<file path="src/mcse_pkg.sv">
// mcse_pkg: offsets, field positions, reset values of the msi config export block
// assumes a 32-bit apb slave with word aligned registers
package mcse_pkg;
   // ------------------------------------------------------------
   // register byte offsets
   // ------------------------------------------------------------
   localparam logic [11:0] MCSE_OFF_MSI_DATA = 12'h000;
   localparam logic [11:0] MCSE_OFF_BUSDEV   = 12'h004;
   localparam logic [11:0] MCSE_OFF_MSI_CSR  = 12'h008;
   localparam logic [11:0] MCSE_OFF_CAPS     = 12'h00C;
   // ------------------------------------------------------------
   // control word field positions
   // ------------------------------------------------------------
   localparam int MCSE_BIT_MASK_CAP  = 8;
   localparam int MCSE_BIT_ADDR64    = 7;
   localparam int MCSE_MME_LSB       = 4;
   localparam int MCSE_MMC_LSB       = 1;
   localparam int MCSE_BIT_ENABLE    = 0;
   localparam logic [2:0] MCSE_VEC_MAX_CODE = 3'h5;
   // ------------------------------------------------------------
   // reset values
   // ------------------------------------------------------------
   localparam logic [15:0] MCSE_RST_MSI_DATA = 16'h0000;
   localparam logic [12:0] MCSE_RST_BUSDEV   = 13'h0000;
   localparam logic [2:0]  MCSE_RST_MME      = 3'h0;
   localparam logic        MCSE_RST_ENABLE   = 1'b0;
   localparam logic [2:0]  MCSE_RST_MMC      = 3'h0;
   localparam logic        MCSE_RST_ADDR64   = 1'b1;
endpackage

</file>
<file path="src/mcse_csr_pack.sv">
// mcse_csr_pack: assembles the 16-bit msi control and status word
// assumes field inputs come from registers on the same clock
`timescale 1ns/10ps
`default_nettype none
module mcse_csr_pack (
   input  wire logic        addr64_i,
   input  wire logic [2:0]  mme_i,
   input  wire logic [2:0]  mmc_i,
   input  wire logic        enable_i,
   output logic      [15:0] csr_o
);
   always_comb begin
      csr_o = 16'h0000;
      csr_o[15:9] = 7'h00;
      csr_o[mcse_pkg::MCSE_BIT_MASK_CAP] = 1'b0;
      csr_o[mcse_pkg::MCSE_BIT_ADDR64] = addr64_i;
      csr_o[mcse_pkg::MCSE_MME_LSB +: 3] = mme_i;
      csr_o[mcse_pkg::MCSE_MMC_LSB +: 3] = mmc_i;
      csr_o[mcse_pkg::MCSE_BIT_ENABLE] = enable_i;
   end
endmodule // mcse_csr_pack
`default_nettype wire

</file>
<file path="src/mcse_top.sv">
// mcse_top: apb register bank exporting msi config state to application logic
// assumes an apb master on mclk_i; outputs feed fabric logic on the same clock
//
// Behaviour
// - msi_data_o carries the 16-bit msi message data programmed by software.
// - busdev_o carries the 13-bit bus and device number, captured or programmed.
// - control bit 8, per vector mask capability, always reads zero.
// - control bit 7 is one only when 64-bit message addresses can be sent.
// - bits 6 to 4 give allocated vectors, codes 110 and 111 reserved.
// - bits 3 to 1 report requested vectors for software, code 110 reserved.
// - while bit 0 is zero no msi may be sent, so msi_allowed_o stays low.
// - msi_csr_o drives the control word continuously to the application.
`timescale 1ns/10ps
`default_nettype none
module mcse_top (
   input  wire logic        mclk_i,
   input  wire logic        rst_b_i,
   input  wire logic        psel_i,
   input  wire logic        penable_i,
   input  wire logic        pwrite_i,
   input  wire logic [11:0] paddr_i,
   input  wire logic [31:0] pwdata_i,
   input  wire logic [3:0]  pstrb_i,
   output logic      [31:0] prdata_o,
   output logic             pready_o,
   output logic             pslverr_o,
   input  wire logic        busdev_cap_vld_i,
   input  wire logic [12:0] busdev_cap_i,
   output logic      [15:0] msi_data_o,
   output logic      [12:0] busdev_o,
   output logic      [15:0] msi_csr_o,
   output logic             msi_allowed_o,
   output logic      [5:0]  msi_vec_cnt_o
);
   // ------------------------------------------------------------
   // state
   // ------------------------------------------------------------
   logic [15:0] data_r,   data_nxt;
   logic [12:0] busdev_r, busdev_nxt;
   logic [2:0]  mme_r,    mme_nxt;
   logic        en_r,     en_nxt;
   logic [2:0]  mmc_r,    mmc_nxt;
   logic        a64_r,    a64_nxt;
   logic [31:0] rdata_r,  rdata_nxt;
   logic        err_r,    err_nxt;
   logic [15:0] csr_w;
   logic        acc_w;
   logic        wr_w;
   logic        wr_data_w;
   logic        wr_busdev_w;
   logic        wr_csr_w;
   logic        wr_caps_w;

   function automatic logic hit(input logic [11:0] a, input logic [11:0] off);
      hit = (a == off);
   endfunction

   function automatic logic mapped(input logic [11:0] a);
      mapped = hit(a, mcse_pkg::MCSE_OFF_MSI_DATA) | hit(a, mcse_pkg::MCSE_OFF_BUSDEV)
             | hit(a, mcse_pkg::MCSE_OFF_MSI_CSR) | hit(a, mcse_pkg::MCSE_OFF_CAPS);
   endfunction

   // zero wait state slave: access phase completes in one cycle
   assign acc_w = psel_i & ~penable_i;
   assign wr_w  = psel_i & penable_i & pwrite_i & mapped(paddr_i);

   // ------------------------------------------------------------
   // write strobes
   // ------------------------------------------------------------
   // decoded once so every group sees the same access edge
   assign wr_data_w   = wr_w & hit(paddr_i, mcse_pkg::MCSE_OFF_MSI_DATA);
   assign wr_busdev_w = wr_w & hit(paddr_i, mcse_pkg::MCSE_OFF_BUSDEV);
   assign wr_csr_w    = wr_w & hit(paddr_i, mcse_pkg::MCSE_OFF_MSI_CSR) & pstrb_i[0];
   assign wr_caps_w   = wr_w & hit(paddr_i, mcse_pkg::MCSE_OFF_CAPS) & pstrb_i[0];

   // ------------------------------------------------------------
   // message data group
   // ------------------------------------------------------------
   // byte lanes let software patch halves
   always_comb begin
      data_nxt = data_r;
      if (wr_data_w) begin
         if (pstrb_i[0]) begin
            data_nxt[7:0] = pwdata_i[7:0];
         end
         if (pstrb_i[1]) begin
            data_nxt[15:8] = pwdata_i[15:8];
         end
      end
   end

   always_ff @(posedge mclk_i or negedge rst_b_i) begin
      if (!rst_b_i) begin
         data_r <= mcse_pkg::MCSE_RST_MSI_DATA;
      end else begin
         data_r <= data_nxt;
      end
   end

   // ------------------------------------------------------------
   // bus and device number group
   // ------------------------------------------------------------
   always_comb begin
      busdev_nxt = busdev_r;
      if (wr_busdev_w) begin
         if (pstrb_i[0]) begin
            busdev_nxt[7:0] = pwdata_i[7:0];
         end
         if (pstrb_i[1]) begin
            busdev_nxt[12:8] = pwdata_i[12:8];
         end
      end
      if (busdev_cap_vld_i) begin
         busdev_nxt = busdev_cap_i;
      end
   end

   always_ff @(posedge mclk_i or negedge rst_b_i) begin
      if (!rst_b_i) begin
         busdev_r <= mcse_pkg::MCSE_RST_BUSDEV;
      end else begin
         busdev_r <= busdev_nxt;
      end
   end

   // ------------------------------------------------------------
   // control word group
   // ------------------------------------------------------------
   always_comb begin
      mme_nxt = mme_r;
      en_nxt  = en_r;
      mmc_nxt = mmc_r;
      a64_nxt = a64_r;
      if (wr_csr_w) begin
         mme_nxt = pwdata_i[mcse_pkg::MCSE_MME_LSB +: 3];
         en_nxt  = pwdata_i[mcse_pkg::MCSE_BIT_ENABLE];
      end
      if (wr_caps_w) begin
         mmc_nxt = pwdata_i[mcse_pkg::MCSE_MMC_LSB +: 3];
         a64_nxt = pwdata_i[mcse_pkg::MCSE_BIT_ADDR64];
      end
   end

   always_ff @(posedge mclk_i or negedge rst_b_i) begin
      if (!rst_b_i) begin
         mme_r <= mcse_pkg::MCSE_RST_MME;
         en_r  <= mcse_pkg::MCSE_RST_ENABLE;
         mmc_r <= mcse_pkg::MCSE_RST_MMC;
         a64_r <= mcse_pkg::MCSE_RST_ADDR64;
      end else begin
         mme_r <= mme_nxt;
         en_r  <= en_nxt;
         mmc_r <= mmc_nxt;
         a64_r <= a64_nxt;
      end
   end

   // ------------------------------------------------------------
   // control word assembly
   // ------------------------------------------------------------
   mcse_csr_pack u_pack (
      .addr64_i (a64_r),
      .mme_i    (mme_r),
      .mmc_i    (mmc_r),
      .enable_i (en_r),
      .csr_o    (csr_w)
   );

   // ------------------------------------------------------------
   // apb read path
   // ------------------------------------------------------------
   // read data captured in setup so it is stable for the access phase
   always_comb begin
      rdata_nxt = rdata_r;
      err_nxt   = err_r;
      if (acc_w) begin
         rdata_nxt = 32'h0000_0000;
         err_nxt   = ~mapped(paddr_i);
         if (hit(paddr_i, mcse_pkg::MCSE_OFF_MSI_DATA)) begin
            rdata_nxt[15:0] = data_r;
         end
         if (hit(paddr_i, mcse_pkg::MCSE_OFF_BUSDEV)) begin
            rdata_nxt[12:0] = busdev_r;
         end
         if (hit(paddr_i, mcse_pkg::MCSE_OFF_MSI_CSR) || hit(paddr_i, mcse_pkg::MCSE_OFF_CAPS)) begin
            rdata_nxt[15:0] = csr_w;
         end
      end
   end

   always_ff @(posedge mclk_i or negedge rst_b_i) begin
      if (!rst_b_i) begin
         rdata_r <= 32'h0000_0000;
         err_r   <= 1'b0;
      end else begin
         rdata_r <= rdata_nxt;
         err_r   <= err_nxt;
      end
   end

   assign prdata_o  = rdata_r;
   assign pready_o  = 1'b1;
   assign pslverr_o = psel_i & penable_i & err_r;

   // ------------------------------------------------------------
   // application outputs
   // ------------------------------------------------------------
   // message data out
   assign msi_data_o = data_r;
   assign busdev_o   = busdev_r;
   assign msi_csr_o  = csr_w;
   assign msi_allowed_o = en_r;
   // reserved codes give one vector, a limit the application must keep
   assign msi_vec_cnt_o = (mme_r <= mcse_pkg::MCSE_VEC_MAX_CODE) ? (6'h01 << mme_r) : 6'h01;
endmodule // mcse_top
`default_nettype wire

</file>
<file path="config.mk">
export PLATFORM = sky130hd
export DESIGN_NAME = mcse_top
export DESIGN_NICKNAME = d
export VERILOG_FILES = /design/src/mcse_pkg.sv /design/src/mcse_csr_pack.sv /design/src/mcse_top.sv
export SDC_FILE = /design/constraint.sdc
export NUM_CORES = 1
export LEC_CHECK = 0
export BUFFER_PORTS_ARGS = -buffer_cell sky130_fd_sc_hd__buf_2
export CAP_MARGIN = 20
export CORE_MARGIN = 1.5
export CORE_UTILIZATION = 44
export DETAILED_ROUTE_END_ITERATION = 16
export PLACE_DENSITY = 0.78
export SLEW_MARGIN = 20
export SYNTH_ARGS = -nofsm -noshare
export SYNTH_HDL_FRONTEND = slang
export SYNTH_SLANG_ARGS = --single-unit
</file>
<file path="constraint.sdc">
create_clock -name mclk_i -period 1.3 [get_ports mclk_i]
set_clock_uncertainty 0.15 [all_clocks]
set_input_delay 0.13 -clock mclk_i [delete_from_list [all_inputs] [get_ports mclk_i]]
set_output_delay 0.13 -clock mclk_i [all_outputs]
set_load 0.005 [all_outputs]
</file>
== Word level (Yosys, flattened, before mapping) ==
Index checks and enable logic that the tools add are counted.

* Reductions and logical operators: 9
* Eq/ne operators: 3
* $lt $le $gt $ge: 1
* Muxes and demuxes: 8
* Bitwise gates (word level): 16
* Shift-type cells: 1

{| class="wikitable"
|+ Operators by type and width
! operator !! number
|-
| $mux W13 || 3
|-
| $mux W16 || 2
|-
| $eq A12 B4 Y1 const B || 2
|-
| $eq A12 B3 Y1 const B || 1
|-
| $logic_not A12 Y1 || 1
|-
| $and A1 B1 Y1 || 11
|-
| $mux W8 || 1
|-
| $reduce_and A2 Y1 || 4
|-
| $mux W6 || 1
|-
| $reduce_bool A2 Y1 || 3
|-
| $shl A1 B3 Y6 const A || 1
|-
| $mux W5 || 1
|-
| $le A3 B3 Y1 const B || 1
|-
| $or A1 B1 Y1 || 3
|-
| $not A1 Y1 || 2
|-
| $logic_or A1 B1 Y1 || 1
|}

* Register bits: 54
* Output and inout bits: 86

== Depth between registers and ports, before layout ==
* Word-level depth: 8
* Mapped depth: 6
* Depth with buffers taken out: 4

== By module ==
From an unflattened synthesis, not the netlist that was laid out.

* Cells, all modules: 288
* Area, all modules: 2939.1 µm²

{| class="wikitable"
|+ Modules (own cells, without submodules)
! module !! instances !! area each (µm²) !! cells each !! sequential area each (µm²)
|-
| mcse_top || 1 || 2815.2 || 271 || 1352.5
|-
| mcse_csr_pack || 1 || 123.9 || 17 || 0.0
|}

== Least setup slack after synthesis ==
No wires, ideal clock.

* Path kind: input port to flip-flop
* Start: input paddr_i[9]
* End: register data_r[10], in the netlist msi_data_o[10]
* Setup slack: -328 ps
* Arrival: 1354 ps
* Stages: 5
* Buffers on the path: 1
* Library setup time: 125 ps
* Cell sequence: nor4_2 > and2_0 > buf_4 > nand4_4 > mux2_2

* Word-level cells in the longest chain between the ends: 7
* Elaborated cells on any way between the ends: 10
* Classes of those cells: eq/ne (3); bitwise (5); reduce/logical (2)

{| class="wikitable"
|+ RTL lines
! what !! line !! RTL
|-
| start, declared || mcse_top.sv:21 || <nowiki>input wire logic [11:0] paddr_i,</nowiki>
|-
| $eq A12 B3 Y1 / $logic_not A12 Y1 (equally long branches) || mcse_top.sv:55 || <nowiki>hit = (a == off);</nowiki>
|-
| $or A1 B1 Y1 || mcse_top.sv:59 || <nowiki>mapped = hit(a, mcse_pkg::MCSE_OFF_MSI_DATA) | hit(a, mcse_pkg::MCSE_OFF_BUSDEV)</nowiki>
|-
| $or A1 B1 Y1 (2 in series) || mcse_top.sv:60 || <nowiki>| hit(a, mcse_pkg::MCSE_OFF_MSI_CSR) | hit(a, mcse_pkg::MCSE_OFF_CAPS);</nowiki>
|-
| $and A1 B1 Y1 || mcse_top.sv:65 || <nowiki>assign wr_w = psel_i & penable_i & pwrite_i & mapped(paddr_i);</nowiki>
|-
| $and A1 B1 Y1 * || mcse_top.sv:71 || <nowiki>assign wr_data_w = wr_w & hit(paddr_i, mcse_pkg::MCSE_OFF_MSI_DATA);</nowiki>
|-
| $reduce_and A2 Y1 (no source line) * || n/a ||
|-
| end signal, assigned || mcse_top.sv:94 || <nowiki>data_r <= mcse_pkg::MCSE_RST_MSI_DATA;</nowiki>
|-
| end signal, assigned || mcse_top.sv:96 || <nowiki>data_r <= data_nxt;</nowiki>
|-
| end, declared || mcse_top.sv:38 || <nowiki>logic [15:0] data_r, data_nxt;</nowiki>
|}

Mark *: on every way between the ends. The rest lies on a longest branch, timed or not.
A chain may end at the register's enable or synchronous reset.

== Worst setup path after layout ==
* Start: register mme_r[2]
* End: output msi_vec_cnt_o[0]

* Word-level cells in the longest chain between the ends: 2
* Elaborated cells on any way between the ends: 3
* Classes of those cells: order compare (1); shift (1); mux (1)

{| class="wikitable"
|+ RTL lines
! what !! line !! RTL
|-
| start, declared || mcse_top.sv:40 || <nowiki>logic [2:0] mme_r, mme_nxt;</nowiki>
|-
| start signal, assigned || mcse_top.sv:146 || <nowiki>mme_r <= mcse_pkg::MCSE_RST_MME;</nowiki>
|-
| start signal, assigned || mcse_top.sv:151 || <nowiki>mme_r <= mme_nxt;</nowiki>
|-
| $le A3 B3 Y1 / $shl A1 B3 Y6 (equally long branches) || mcse_top.sv:214 || <nowiki>assign msi_vec_cnt_o = (mme_r <= mcse_pkg::MCSE_VEC_MAX_CODE) ? (6'h01 << mme_r) : 6'h01;</nowiki>
|-
| $mux W6 * || mcse_top.sv:214 ||
|-
| end, declared || mcse_top.sv:33 || <nowiki>output logic [5:0] msi_vec_cnt_o</nowiki>
|}

Marked as above.

==> flow_summary.ini <==
[run_status]
status = complete, but fails checks
violations = negative setup slack

[critical_path]
start_kind = register
reg2reg_slack_ns = 0.06
critPathTopFamily = flip-flops
cp.required_ns = 1.02
r2r_cells = 3
path_depth = 3
crit_path_end_kind = output port
path_cells = buf_6, a21o_1, buf_2
crit_buf_inv = 2
crit_path_start = mme_r[2]
cp_max_fo = 6
r2r_start = msi_data_o[4]
crit_type = register to output port
r2r_end = prdata_o[4]
critPathSlowestCell = dfrtp_2
worst_path_largest_cell_delay_ns = 0.46
arrival_ns = 1.16
endpoint = msi_vec_cnt_o[0]

[floorplanning]
core_area_sq_um = 5960
rows = 28
die_w_um = 82.0
start_util_pct = 46.1
die_y_um = 82.0
die-area_sq_um = 6720
pin_count = 153

[timing]
setup_violations = 8
hold_violations = 0
fin_crit_sh_pct = 111
fin_setup_tns_ns = -0.870
finalCriticalPeriod_ns = 1.44
grt_setup_unrepaired = yes
fin_ws_ns = -0.141
achievable-frequency_mhz = 694
maxSlewViolCount = 0

[clock_tree]
clk_latency_ns = 0.30
cts.sinks = 54
cts-root-buf = clkbuf_8
clock_path_buffers = 2
clk_pin_slew_ns = 0.10
numCtsBuffers = 5
htree_levels = 2
cts_tree = yes

[placed_design]
place_area_sq_um = 3480
placedCellCount = 436
gp_congestion = 0.751
hpwlAfterDp_mm = 5.01
port_buffers = 109

[pwr]
leakage_nw = 2.27
vdd_drop_max_uv = 568
p_total_mw = 3.28
power.density_nw_per_um2 = 814

[drt]
antenna_left = 0
vias = 2382
totalWireLength_mm = 7.07
via_per_inst = 4.95
drt-initial-drc-count = 69
firstDrtPassIters = 4
drc = 0
route.detailed.wl_per_inst_um = 14.7

[final_layout]
fin_cells = 481
diodes = 0
fin_area_sq_um = 4040
syn_to_final_growth_pct = 47.2
nets = 472
drive_above_1_share_pct = 47.0

[global_routing]
grt_pass1_vias = 2333
antenna_found_initial = 0
grt_max_degree = 27
grt_usage_pct = 21.4
grt_overflow = 0
grt_pass1_wl_mm = 11.0

[synth]
yosys_register_bits = 54
yosys_warnings = 0
yosysTopAreaCell = dfrtp_1
synthTopCellsByArea = dfrtp_1 (48%), mux2_2 (9.9%), buf_4 (7.7%)
yosysSeqAreaShare_pct = 49.3
syn_avg_cell_area_sq_um = 11.1
async_flop_share_pct = 100
synth-edff-count = 0
syn_inst = 247
synth_top_cell_area_share_pct = 48.4
synth_top_cells_by_count = dfrtp_1 (53), nand2_1 (31), buf_4 (28)
synth_area_sq_um = 2740
synth_most_common_cell = dfrtp_1
synthFlopType = dfrtp_1
synth.distinct_cells = 36

[worst_hold_path]
hold_class = input pin to async pin

[flow_run]
cap_violations = 0
## where the power goes
| group | internal [mW] | switching [mW] |
|---|---|---|
| registers | 1.72 | 0.0316 |
| clock network | 0.575 | 0.525 |
| logic | 0.220 | 0.217 |
| total | 2.51 | 0.774 |
## worst reg2reg max path, cell delays in order (launching register included)
cell and delay, ns:
dfrtp_1 0.41, nor2b_1 0.14, a211oi_1 0.33, o31ai_2 0.11
## worst min path at each step
stage                       start            end  slack (ns)
final                     rst_b_i    prdata_o[7]        0.11
after global routing      rst_b_i  msi_data_o[3]        0.10
after CTS                 rst_b_i  msi_data_o[3]        0.07
after detailed placement  rst_b_i       mmc_r[1]       -0.13
after global placement    rst_b_i       mmc_r[2]       -0.13
after floorplan           rst_b_i    busdev_o[0]       -0.32
## state kept, by name (all words and copies together) (netlist names)
name,cells
mmc_r,3
busdev_o,13
mme_r,3
a64_r,1
msi_data_o,16
prdata_o,16
err_r,1
msi_allowed_o,1
## cell type report
| cell class | count | area [sq um] |
|---|---|---|
| Clock inverter | 2 | 37.5 |
| Timing Repair Buffer | 167 | 1140 |
| Clock buffer | 6 | 72.6 |
| Fill cell | 445 | 1920 |
| Multi-Input combinational cell | 177 | 1340 |
| Tap cell | 75 | 93.8 |
| Sequential cell | 54 | 1360 |
## stage by stage
step	util (%)	worst slack (ns)	hold WS, ns
floorplan	-	-0.204	-0.316
global placement	58.4	-0.298	-0.135
detailed placement	58.4	-0.392	-0.134
CTS	66.9	-0.140	0.0690
global route	67.8	-0.190	0.102
finish	67.8	-0.141	0.109
## timing repair
item	in CTS	in global routing
setup buffers	6	1
pin swaps	3	3
hold endpoints to repair	90	0
resized for setup	15	9
setup endpoints to repair	28	29
hold buffers	30	0
## placed cells by master (no fill, tap or decap), types with 4 or more instances in the layout
| master | Yosys | routed |
|---|---|---|
| o31ai_2 | 0 | 4 |
| dlygate4sd3_1 | 0 | 30 |
| conb_1 | 2 | 25 |
| o21ai_1 | 1 | 6 |
| a22oi_1 | 5 | 5 |
| o21ai_0 | 12 | 7 |
| a211oi_1 | 8 | 8 |
| o31ai_1 | 8 | 4 |
| and4_1 | 4 | 4 |
| nor2b_1 | 9 | 9 |
| nand2_1 | 31 | 31 |
| buf_6 | 0 | 9 |
| clkbuf_8 | 0 | 5 |
| mux2i_1 | 13 | 12 |
| mux2_2 | 24 | 22 |
| buf_4 | 28 | 20 |
| buf_2 | 1 | 105 |
| nor2_1 | 9 | 9 |
| dfrtp_1 | 53 | 50 |
## cell families after synthesis
logic type / Yosys count / synth area share (%)
compound gates: 39 / 9.63
buf+inv: 39 / 9.21
flops: 54 / 49.3
mux: 37 / 14.6
other cells: 2 / 0.274
simple gates: 76 / 17.0
## per-layer routing
metal	up-vias	wire (um)	GRT usage, %
li1	1144	-	-
met1	1133	2960	27.1
met2	91	3580	36.2
met3	14	340	3.22
met4	0	184	9.32
met5	-	0	0
Note: power is estimated with default switching activity, not from simulation.
